**src/shared/hsbuf_cfg.svh**
```systemverilog
// Timing counts, bit positions and reset values of the hot-swap bus buffer
`ifndef HSBUF_CFG_SVH
`define HSBUF_CFG_SVH

`define HSBUF_CLK_NS 50
`define HSBUF_SYNC_STAGES 2
// Bit positions in the synchroniser word
`define HSBUF_BIT_BP_DATA 0
`define HSBUF_BIT_BP_CLK 1
`define HSBUF_BIT_CARD_DATA 2
`define HSBUF_BIT_CARD_CLK 3
`define HSBUF_BIT_EN 4
// Lines idle high, enable low
`define HSBUF_SYNC_RST 5'h0F

`define HSBUF_STUCK_MS 30
`define HSBUF_STUCK_CYC ((`HSBUF_STUCK_MS * 1000000) / `HSBUF_CLK_NS)
`define HSBUF_IDLE_US 95
`define HSBUF_IDLE_CYC ((`HSBUF_IDLE_US * 1000 + `HSBUF_CLK_NS - 1) / `HSBUF_CLK_NS)
`define HSBUF_GAP_US 40
`define HSBUF_GAP_CYC ((`HSBUF_GAP_US * 1000 + `HSBUF_CLK_NS - 1) / `HSBUF_CLK_NS)
`define HSBUF_REC_HZ 8500
`define HSBUF_REC_HALF_CYC ((1000000000 / (2 * `HSBUF_REC_HZ)) / `HSBUF_CLK_NS)
`define HSBUF_REC_PULSES 16
`define HSBUF_EN_OFF_NS 300
`define HSBUF_EN_OFF_CYC ((`HSBUF_EN_OFF_NS / `HSBUF_CLK_NS) - `HSBUF_SYNC_STAGES)
`define HSBUF_GUARD_NS 500
`define HSBUF_GUARD_CYC (`HSBUF_GUARD_NS / `HSBUF_CLK_NS)

`endif

```
**src/shared/hsbuf_pkg.sv**
```systemverilog
// Types of the hot-swap bus buffer
`default_nettype none
package hsbuf_pkg;
  typedef enum logic [1:0] {
    HSBUF_WAIT = 2'h0,
    HSBUF_CONN = 2'h1,
    HSBUF_GAP = 2'h3,
    HSBUF_RECOV = 2'h2
  } hsbuf_state_t;
endpackage : hsbuf_pkg
`default_nettype wire

```
**src/shared/hsbuf_sync_if.sv**
```systemverilog
// Raw and synchronised pin word between the buffer core and its synchroniser
`default_nettype none
interface hsbuf_sync_if;
  logic [4:0] raw;
  logic [4:0] sync;
  modport sync_side (input raw, output sync);
  modport user_side (output raw, input sync);
endinterface : hsbuf_sync_if
`default_nettype wire

```
**src/design/hsbuf_sync.sv**
```systemverilog
// Two-stage synchroniser for the bus lines and the enable pin
`include "hsbuf_cfg.svh"
`default_nettype none
module hsbuf_sync (
  input wire logic sys_clk_in,
  input wire logic rst_n_in,
  hsbuf_sync_if.sync_side port
);
  logic [4:0] stage1;
  logic [4:0] stage2;

  always_ff @(posedge sys_clk_in or negedge rst_n_in) begin
    if (!rst_n_in) begin
      stage1 <= `HSBUF_SYNC_RST;
      stage2 <= `HSBUF_SYNC_RST;
    end else begin
      stage1 <= port.raw;
      stage2 <= stage1;
    end
  end

  assign port.sync = stage2;
endmodule : hsbuf_sync
`default_nettype wire

```
**src/design/hsbuf_top.sv**
```systemverilog
// Hot-swap two-wire bus buffer: connection control, stuck-bus timeout and recovery
`include "hsbuf_cfg.svh"
`default_nettype none
module hsbuf_top #(
  parameter int unsigned STUCK_CYC = `HSBUF_STUCK_CYC
) (
  input wire logic sys_clk_in,
  input wire logic rst_n_in,
  input wire logic enable_in,
  input wire logic backplane_data_line_in,
  output logic backplane_data_line_out,
  output logic backplane_data_line_oe_out,
  input wire logic backplane_clock_line_in,
  output logic backplane_clock_line_out,
  output logic backplane_clock_line_oe_out,
  input wire logic card_data_line_in,
  output logic card_data_line_out,
  output logic card_data_line_oe_out,
  input wire logic card_clock_line_in,
  output logic card_clock_line_out,
  output logic card_clock_line_oe_out,
  output logic ready_out,
  output logic ready_oe_out
);
  hsbuf_sync_if sif ();
  assign sif.raw = {enable_in, card_clock_line_in, card_data_line_in,
                    backplane_clock_line_in, backplane_data_line_in};
  hsbuf_sync u_sync (
    .sys_clk_in(sys_clk_in),
    .rst_n_in(rst_n_in),
    .port(sif.sync_side)
  );

  logic bp_data, bp_clk, en_s, cards_high;
  logic [1:0] bp_low, card_low;
  assign bp_data = sif.sync[`HSBUF_BIT_BP_DATA];
  assign bp_clk = sif.sync[`HSBUF_BIT_BP_CLK];
  assign en_s = sif.sync[`HSBUF_BIT_EN];
  assign bp_low = ~sif.sync[`HSBUF_BIT_BP_CLK:`HSBUF_BIT_BP_DATA];
  assign card_low = ~sif.sync[`HSBUF_BIT_CARD_CLK:`HSBUF_BIT_CARD_DATA];
  assign cards_high = (card_low == 2'h0);

  hsbuf_pkg::hsbuf_state_t state, next_state;
  logic conn, next_conn;
  assign conn = (state == hsbuf_pkg::HSBUF_CONN);
  // Pass-through drive follows the state being entered, so it drops on the cutting edge
  assign next_conn = (next_state == hsbuf_pkg::HSBUF_CONN);

  // Line monitor: stop/idle qualification and the stuck timer
  logic bp_data_q, bp_clk_q, en_q, bp_done, next_bp_done;
  logic [10:0] idle_cnt, next_idle_cnt;
  logic [19:0] stuck_cnt, next_stuck_cnt;
  logic stop_seen, start_seen, idle_ok, stuck_hit;
  assign stop_seen = bp_clk && bp_clk_q && bp_data && !bp_data_q;
  assign start_seen = bp_clk && bp_clk_q && !bp_data && bp_data_q;
  assign idle_ok = (idle_cnt == 11'(`HSBUF_IDLE_CYC));
  assign stuck_hit = (stuck_cnt == 20'(STUCK_CYC));
  always_comb begin
    next_idle_cnt = idle_cnt;
    if (bp_low != 2'h0) begin
      next_idle_cnt = 11'h000;
    end else if (!idle_ok) begin
      next_idle_cnt = idle_cnt + 11'h001;
    end
    next_bp_done = bp_done;
    if (start_seen) begin
      next_bp_done = 1'h0;
    end else if (stop_seen || idle_ok) begin
      next_bp_done = 1'h1;
    end
    next_stuck_cnt = stuck_cnt;
    if (cards_high || state == hsbuf_pkg::HSBUF_GAP || state == hsbuf_pkg::HSBUF_RECOV) begin
      next_stuck_cnt = 20'h00000;
    end else if (!stuck_hit) begin
      next_stuck_cnt = stuck_cnt + 20'h00001;
    end
  end

  always_ff @(posedge sys_clk_in or negedge rst_n_in) begin
    if (!rst_n_in) begin
      bp_data_q <= 1'h1;
      bp_clk_q <= 1'h1;
      en_q <= 1'h0;
      bp_done <= 1'h0;
      idle_cnt <= 11'h000;
      stuck_cnt <= 20'h00000;
    end else begin
      bp_data_q <= bp_data;
      bp_clk_q <= bp_clk;
      en_q <= en_s;
      bp_done <= next_bp_done;
      idle_cnt <= next_idle_cnt;
      stuck_cnt <= next_stuck_cnt;
    end
  end

  // Connection controller
  logic fault, next_fault, rec_low, next_rec_low;
  logic [10:0] div_cnt, next_div_cnt;
  logic [4:0] pulse_cnt, next_pulse_cnt;
  logic [2:0] off_cnt, next_off_cnt;
  always_comb begin
    next_state = state;
    next_fault = fault;
    next_rec_low = rec_low;
    next_div_cnt = div_cnt;
    next_pulse_cnt = pulse_cnt;
    next_off_cnt = 3'h0;
    case (state)
      hsbuf_pkg::HSBUF_WAIT: begin
        // A forced join still leaves the stuck timer running, so a dead card faults again
        if (en_s && ((fault && !en_q) || (bp_done && cards_high))) begin
          next_state = hsbuf_pkg::HSBUF_CONN;
          next_fault = 1'h0;
        end else if (stuck_hit) begin
          next_fault = 1'h1;
          if (en_s) begin
            next_state = hsbuf_pkg::HSBUF_GAP;
            next_div_cnt = 11'h000;
          end
        end
      end
      hsbuf_pkg::HSBUF_CONN: begin
        if (!en_s) begin
          next_off_cnt = off_cnt + 3'h1;
          if (off_cnt == 3'(`HSBUF_EN_OFF_CYC - 1)) begin
            next_state = hsbuf_pkg::HSBUF_WAIT;
          end
        end else if (stuck_hit) begin
          next_state = hsbuf_pkg::HSBUF_GAP;
          next_fault = 1'h1;
          next_div_cnt = 11'h000;
        end
      end
      hsbuf_pkg::HSBUF_GAP: begin
        if (!en_s) begin
          next_state = hsbuf_pkg::HSBUF_WAIT;
        end else if (div_cnt == 11'(`HSBUF_GAP_CYC - 1)) begin
          next_state = hsbuf_pkg::HSBUF_RECOV;
          next_div_cnt = 11'h000;
          next_pulse_cnt = 5'h00;
          next_rec_low = 1'h0;
        end else begin
          next_div_cnt = div_cnt + 11'h001;
        end
      end
      hsbuf_pkg::HSBUF_RECOV: begin
        if (!en_s) begin
          next_state = hsbuf_pkg::HSBUF_WAIT;
          next_rec_low = 1'h0;
        end else if (div_cnt == 11'(`HSBUF_REC_HALF_CYC - 1)) begin
          next_div_cnt = 11'h000;
          if (rec_low) begin
            next_rec_low = 1'h0;
            next_pulse_cnt = pulse_cnt + 5'h01;
          end else if (pulse_cnt == 5'(`HSBUF_REC_PULSES) || cards_high) begin
            next_state = hsbuf_pkg::HSBUF_WAIT;
          end else begin
            next_rec_low = 1'h1;
          end
        end else begin
          next_div_cnt = div_cnt + 11'h001;
        end
      end
      default: begin
        next_state = hsbuf_pkg::HSBUF_WAIT;
        next_rec_low = 1'h0;
      end
    endcase
  end

  always_ff @(posedge sys_clk_in or negedge rst_n_in) begin
    if (!rst_n_in) begin
      state <= hsbuf_pkg::HSBUF_WAIT;
      fault <= 1'h0;
      rec_low <= 1'h0;
      div_cnt <= 11'h000;
      pulse_cnt <= 5'h00;
      off_cnt <= 3'h0;
    end else begin
      state <= next_state;
      fault <= next_fault;
      rec_low <= next_rec_low;
      div_cnt <= next_div_cnt;
      pulse_cnt <= next_pulse_cnt;
      off_cnt <= next_off_cnt;
    end
  end

  // Pass-through: index 0 is the data pair, 1 the clock pair.
  // The guard masks our own echo while a released line rises through the synchroniser;
  // it assumes rise plus sync fits well inside a 400 kHz low phase.
  logic [1:0] drv_bp, next_drv_bp, drv_card, next_drv_card;
  logic [3:0] guard [0:1];
  logic [3:0] next_guard [0:1];
  always_comb begin
    for (int i = 0; i < 2; i++) begin
      next_drv_bp[i] = drv_bp[i];
      next_drv_card[i] = drv_card[i];
      next_guard[i] = guard[i];
      if (!next_conn) begin
        next_drv_bp[i] = 1'h0;
        next_drv_card[i] = 1'h0;
        next_guard[i] = 4'h0;
      end else if (drv_bp[i]) begin
        if (!card_low[i]) begin
          next_drv_bp[i] = 1'h0;
          next_guard[i] = 4'(`HSBUF_GUARD_CYC);
        end
      end else if (drv_card[i]) begin
        if (!bp_low[i]) begin
          next_drv_card[i] = 1'h0;
          next_guard[i] = 4'(`HSBUF_GUARD_CYC);
        end
      end else if (guard[i] != 4'h0) begin
        next_guard[i] = guard[i] - 4'h1;
      end else if (card_low[i]) begin
        next_drv_bp[i] = 1'h1;
      end else if (bp_low[i]) begin
        next_drv_card[i] = 1'h1;
      end
    end
  end

  always_ff @(posedge sys_clk_in or negedge rst_n_in) begin
    if (!rst_n_in) begin
      drv_bp <= 2'h0;
      drv_card <= 2'h0;
      guard[0] <= 4'h0;
      guard[1] <= 4'h0;
    end else begin
      drv_bp <= next_drv_bp;
      drv_card <= next_drv_card;
      guard[0] <= next_guard[0];
      guard[1] <= next_guard[1];
    end
  end

  assign backplane_data_line_out = 1'h0;
  assign backplane_clock_line_out = 1'h0;
  assign card_data_line_out = 1'h0;
  assign card_clock_line_out = 1'h0;
  assign ready_out = 1'h0;
  assign backplane_data_line_oe_out = drv_bp[0];
  assign backplane_clock_line_oe_out = drv_bp[1];
  assign card_data_line_oe_out = drv_card[0];
  assign card_clock_line_oe_out = drv_card[1] | rec_low;
  assign ready_oe_out = !conn;
endmodule : hsbuf_top
`default_nettype wire

```
**config.mk**
```make
export PLATFORM = sky130hd
export DESIGN_NAME = hsbuf_top
export DESIGN_NICKNAME = d
export VERILOG_FILES = /design/src/shared/hsbuf_pkg.sv /design/src/shared/hsbuf_sync_if.sv /design/src/design/hsbuf_sync.sv /design/src/design/hsbuf_top.sv
export VERILOG_INCLUDE_DIRS = /design/src /design/src/shared
export SDC_FILE = /design/constraint.sdc
export NUM_CORES = 1
export LEC_CHECK = 0
export BUFFER_PORTS_ARGS = -buffer_cell sky130_fd_sc_hd__buf_2
export CORE_MARGIN = 8
export CORE_UTILIZATION = 25
export DETAILED_ROUTE_END_ITERATION = 10
export GPL_ROUTABILITY_DRIVEN = 1
export SYNTH_ARGS = -nofsm -noshare
export SYNTH_HDL_FRONTEND = slang
export SYNTH_SLANG_ARGS = --single-unit
export TNS_END_PERCENT = 30
```
**constraint.sdc**
```tcl
create_clock -name sys_clk_in -period 1.6 [get_ports sys_clk_in]
set_input_delay 0.08 -clock sys_clk_in [delete_from_list [all_inputs] [get_ports sys_clk_in]]
set_output_delay 0.08 -clock sys_clk_in [all_outputs]
set_load 0.01 [all_outputs]
```
-- Word-level counts from Yosys, hierarchy flattened
Cells that the tools add are included.
- register bits after elaboration: 80
- bits of input ports: 7
- output and inout port bits: 10
- word-level logic and storage cells: 173
- add/subtract/negate cells: 7
- equality and inequality tests: 31
- multiplexer cells: 82
- bitwise logic cells: 3
- reduce and logical (&&, ||, !) cells: 31
- operators with widths (cell ; number):
    $mux 11 ; 11
    $mux 4 ; 12
    $pmux 11 s4 ; 1
    $mux 20 ; 2
    $mux 1 ; 33
    $mux 5 ; 5
    $mux 2 ; 12
    $add 11x1->11 const B ; 2
    $eq 11x11->1 const B ; 2
    $add 20x1->20 const B ; 1
    $eq 20x20->1 const B ; 1
    $ne 2x1->1 const B ; 9
    $eq 11x10->1 const B ; 1
    $ne 2x2->1 const B ; 5
    $pmux 5 s2 ; 1
    $ne 3x3->1 const B ; 3
    $logic_and 1x1->1 ; 8
    $ne 4x1->1 const B ; 2
    $ne 4x4->1 const B ; 2
    $pmux 2 s4 ; 1
    $reduce_bool 2->1 ; 4
    $reduce_bool 4->1 ; 2
    $sub 4x1->4 const B ; 2
    $reduce_and 7->1 ; 1
    17 further kinds ; 31

-- Logic depth before layout (Yosys ltp)
- depth in word-level cells: 11
- depth in mapped cells: 8
- mapped depth without buffers: 7

-- Modules after synthesis
A second synthesis with hierarchy kept.
- cell total of the unflattened synthesis: 427
- area, all modules: 4172.8 µm²
- by module, submodules not included (module ; times used ; cells an instance ; area an instance (µm²) ; seq. area each (µm²)):
    hsbuf_top ; 1 ; 417 ; 3912.5 ; 1754.2
    hsbuf_sync ; 1 ; 10 ; 260.2 ; 260.2

-- Least setup slack after synthesis
OpenSTA, ideal clock, no wires.
- kind: flip-flop to flip-flop
- start: register div_cnt[0]
- end: register guard[7] in the netlist's numbering
- library setup time: 0.135 ns
- arrival time: 1.671 ns
- required time: 1.465 ns
- path slack: -0.206 ns
- stages on the path, launching flop included: 8
- buffers on the path: 1
- period minus slack after synthesis: 1.806 ns
- cell sequence: dfrtp_1 -> ha_1 -> nor4bb_1 -> and4_1 -> o32ai_1 -> o32ai_1 -> buf_6 -> a221oi_2
- word-level cells in the longest chain between the ends: 7
- elaborated cells on any way between the ends: 13
- classes of those cells: eq/ne: 6; mux: 6; reduce/logical: 1
- RTL lines (item ; RTL line ; RTL):
    from (decl) ; hsbuf_top.sv:99 ; logic [10:0] div_cnt, next_div_cnt;
    from (signal assigned) ; hsbuf_top.sv:184 ; div_cnt <= next_div_cnt;
    $eq 11x11->1 / $eq 11x10->1 (equally long branches) ; hsbuf_top.sv:151, hsbuf_top.sv:138 ;
    $mux 2 (on tied branches) ; hsbuf_top.sv:151, hsbuf_top.sv:138 ;
    $mux 2 (on tied branches) ; hsbuf_top.sv:148, hsbuf_top.sv:136 ;
    $pmux 2 s4 (*) ; hsbuf_top.sv:109 ; case (state)
    $eq 2x1->1 (*) ; hsbuf_top.sv:47 ; assign next_conn = (next_state == hsbuf_pkg::HSBUF_CONN);
    $ne 4x1->1 (no source line) (tied with other cells) ; - ;
    $reduce_and 3->1 (no source line) ; - ;
    to (decl) ; hsbuf_top.sv:194 ; logic [3:0] guard [0:1];
Mark *: on every way between the ends. The rest lies on a longest branch, timed or not.
A chain may end at the register's enable or synchronous reset.

-- Worst setup path in the final report
- start: register stuck_cnt[3]
- end: register guard[0] in the netlist's numbering
- word-level cells in the longest chain between the ends: 7
- elaborated cells on any way between the ends: 12
- classes of those cells: eq/ne: 5; mux: 6; reduce/logical: 1
- RTL lines (item ; RTL line ; RTL):
    from (decl) ; hsbuf_top.sv:52 ; logic [19:0] stuck_cnt, next_stuck_cnt;
    from (signal assigned) ; hsbuf_top.sv:93 ; stuck_cnt <= next_stuck_cnt;
    $eq 20x20->1 (*) ; hsbuf_top.sv:57 ; assign stuck_hit = (stuck_cnt == 20'(STUCK_CYC));
    $mux 2 (on tied branches) ; hsbuf_top.sv:129, hsbuf_top.sv:115 ;
    $mux 2 (on tied branches) ; hsbuf_top.sv:124, hsbuf_top.sv:112 ;
    $pmux 2 s4 (*) ; hsbuf_top.sv:109 ;
    $eq 2x1->1 (*) ; hsbuf_top.sv:47 ;
    $ne 4x1->1 (no source line) (tied with other cells) ; - ;
    $reduce_and 3->1 (no source line) ; - ;
Marks and branches as above.

==> results by group <==
Yosys
  – Synthesized area: 4160 um2
  – Syn_area_per_cell: 9.70 um2
  – EDFF count, synth: 0
  – Synth top area cells: dfrtp_1, dfstp_2, nor2_1
  – Most frequent cell after synthesis: dfrtp_1
  – Top cell type's share of synthesized area: 0.421
  – Synthesized instance count: 429
  – Top_reg_cell synth: dfrtp_1
  – Number of library cell types mapped by synthesis: 57
  – Yosys warning total: 0
  – Post-synth top cells: dfrtp_1, nor2_1, nand2_1
  – Async SR Flop Fraction: 1.00
  – Cell type with the largest total area after synthesis: dfrtp_1
  – FF+latch count, synth: 80
  – Post-synthesis sequential area ratio: 0.484

Clocking
  – CTS tree: yes
  – Num CTS Buffers: 9
  – Worst skew pair latency: 0.34 ns
  – Sink Count: 80
  – Reg clk slew, reported paths: 0.06 ns
  – # H-tree levels: 3
  – Root buf cell: clkbuf_16
  – Clock buffer depth: 2

Setup path
  – Worst r2r src: stuck_cnt[3]
  – Crit path launch type: flop
  – Delay-heaviest family, CP: simple AND/OR/NAND/NOR gates
  – Critical path cell sequence: nor4_4, nand4_1, nor4_4, o32ai_4, buf_6, buf_4, a21oi_2
  – CP max stage cell: dfrtp_1
  – CP Capture Type: flop
  – R2R setup slack: -0.28 ns
  – Critical path data required time: 1.87 ns
  – Worst-path fanout max: 5
  – Critical path class: reg2reg
  – Worst reg-to-reg path cell count: 7
  – Most used cell, CP: nor4_4
  – CP Buf/Inv Count: 2
  – Crit-path max cell delay: 0.42 ns
  – Worst r2r dst: guard[0]
  – WP data arrival: 2.14 ns

Detailed routing
  – Initial DRC count: 316
  – DR pass1 iterations: 4
  – DRT Wirelength: 10,600 um
  – Per-cell routed wire length: 13.5 um
  – Drt drc: 0
  – Post-route ant nets: 0
  – Vias: 3,620
  – Vias/cell: 4.64

Timing
  – Crit share post-route: 1.17
  – RSZ-0062 raised after global routing: true
  – Final Hold Fails: 0
  – Tmin final: 1.88 ns
  – Hold WS: 0.225 ns
  – Clk_skew: 0.00742 ns
  – Final worst-path setup slack: -0.276 ns
  – Setup TNS: -5.36 ns
  – Max-slew violations: 0
  – Final setup fails: 30
  – Max Clk Rate: 0.533 GHz

Hold path
  – Min-Delay Path Class: in2async

Power and ir drop
  – Flop pwr share: 0.343
  – Cell leakage power: 0.00257 uW
  – Comb pwr share: 0.349
  – IR drop worst, VDD: 0.584 mV
  – NetSw: 2220 uW
  – Internal: 4950 uW
  – Clock power frac: 0.308
  – Tot Pwr: 7170 uW
  – Sw Share: 0.310
  – Power Density: 1180 nW/um2

Placed design
  – Hpwl dp: 7130 um
  – Gpl congestion: 0.812
  – DP Area: 5210 um2
  – I/O Buffers: 11

Outcome
  – Outcome: finished, violations left
  – Failing checks: negative setup slack

Finish
  – Filler cells: 1,588
  – Diode count: 0
  – Nets: 574
  – Area growth from synthesis to layout: 46.3%
  – Layout cells sized above 1: 0.396
  – Fin area: 6090 um2
  – Multi-input logic area: 2390 um2
  – Sequential Area: 2020 um2

Die
  – Die Ht: 145 um
  – Core area: 16,400 um2
  – Die ar.: 21,000 um2
  – I/O pins: 17
  – Core Rows: 47
  – Initial core utilization: 0.254
  – Die W: 145 um

Global route
  – First-pass GRT wire length: 17,500 um
  – Initial antenna violation count: 0
  – Vias in the first global route: 3,770
  – Gr usage total: 0.0998
  – Largest net degree at the start of global routing: 37
  – Total gr overflow: 0

Run
  – Max-cap violation count: 0
-- layout by cell type (no fill, tap or decap), types with 5 or more instances in the layout --
cell,instances
dfstp_2,10
o21ai_0,20
xor2_1,14
clkbuf_16,9
and4_4,5
dlygate4sd3_1,6
nand2_1,27
inv_1,22
nor3_1,9
dfrtp_1,69
nor3b_1,5
xnor2_1,11
conb_1,5
nand4_1,12
nand3_1,17
nor2b_1,7
a21oi_2,5
buf_4,107
nor2_1,45
buf_2,10
a31oi_1,5
mux2i_1,5
ha_1,5
o2bb2ai_2,7
a21oi_1,15
-- kinds of logic after synthesis --
family	after synthesis	synth area share
compound gates	81	0.127
xor+xnor	26	0.0547
fa+ha+maj	11	0.0331
other cells	1	0.000901
simple gates	183	0.241
flops	80	0.484
buf+inv	41	0.0442
mux	6	0.0147
-- layer usage --
layer	GRT usage	up-vias	routed length, um
met5	0	-	0
met4	0.0384	0	145
met3	0.0274	15	399
met2	0.172	69	5420
met1	0.116	1757	4620
li1	-	1779	-
-- sequential cells by signal (all words and copies together), names as in the netlist, 2 cells and up --
name	cells
stuck_cnt	20
div_cnt	11
idle_cnt	11
guard	8
pulse_cnt	5
u_sync.port.sync	5
u_sync.stage1	5
off_cnt	3
drv_bp	2
drv_card	2
state	2
-- power groups by stage --
stage               clock, uW  sequential (uW)  combinational, uW
global placement            0             2450               1990
detailed placement          0             2460               2060
floorplan                   0             2470               1160
finish                   2210             2460               2500
CTS                      2280             2440               2200
global route             2360             2480               2730
-- cell type report --
type,instances,share of cell area
multi-input cells,312,0.392
flip-flops and latches,80,0.331
repair buffers,129,0.164
well taps,220,0.0452
clock buffers,10,0.0376
clock inverters,6,0.0152
inverters,24,0.0148
-- through the flow --
stage               std cells   util  worst slack [ns]
floorplan                 433      -            -0.159
global placement          745  0.317            -0.259
detailed placement        745  0.317            -0.303
CTS                       769  0.353            -0.219
global route              781  0.371            -0.395
finish                    781  0.371            -0.276
-- how the worst max path moves through the flow --
stage                              from   endpoint  slack [ns]  cells past startpoint
after floorplan              div_cnt[3]   guard[7]       -0.16                      6
after global placement     stuck_cnt[3]   guard[5]       -0.26                      6
after detailed placement   stuck_cnt[3]   guard[5]       -0.30                      6
after CTS                 stuck_cnt[11]  drv_bp[0]       -0.22                      7
after global routing       stuck_cnt[5]  drv_bp[0]       -0.40                      7
final                      stuck_cnt[3]   guard[0]       -0.28                      7
-- timing repair --
action | CTS | global route
resized for setup | 39 | 41
setup buffers | 2 | 11
pin swaps | 20 | 28
gates cloned | 0 | 1
hold buffers | 6 | 0
hold endpoints to repair | 29 | 0
setup endpoints to repair | 41 | 53
Note: power is estimated with default switching activity, not from simulation.
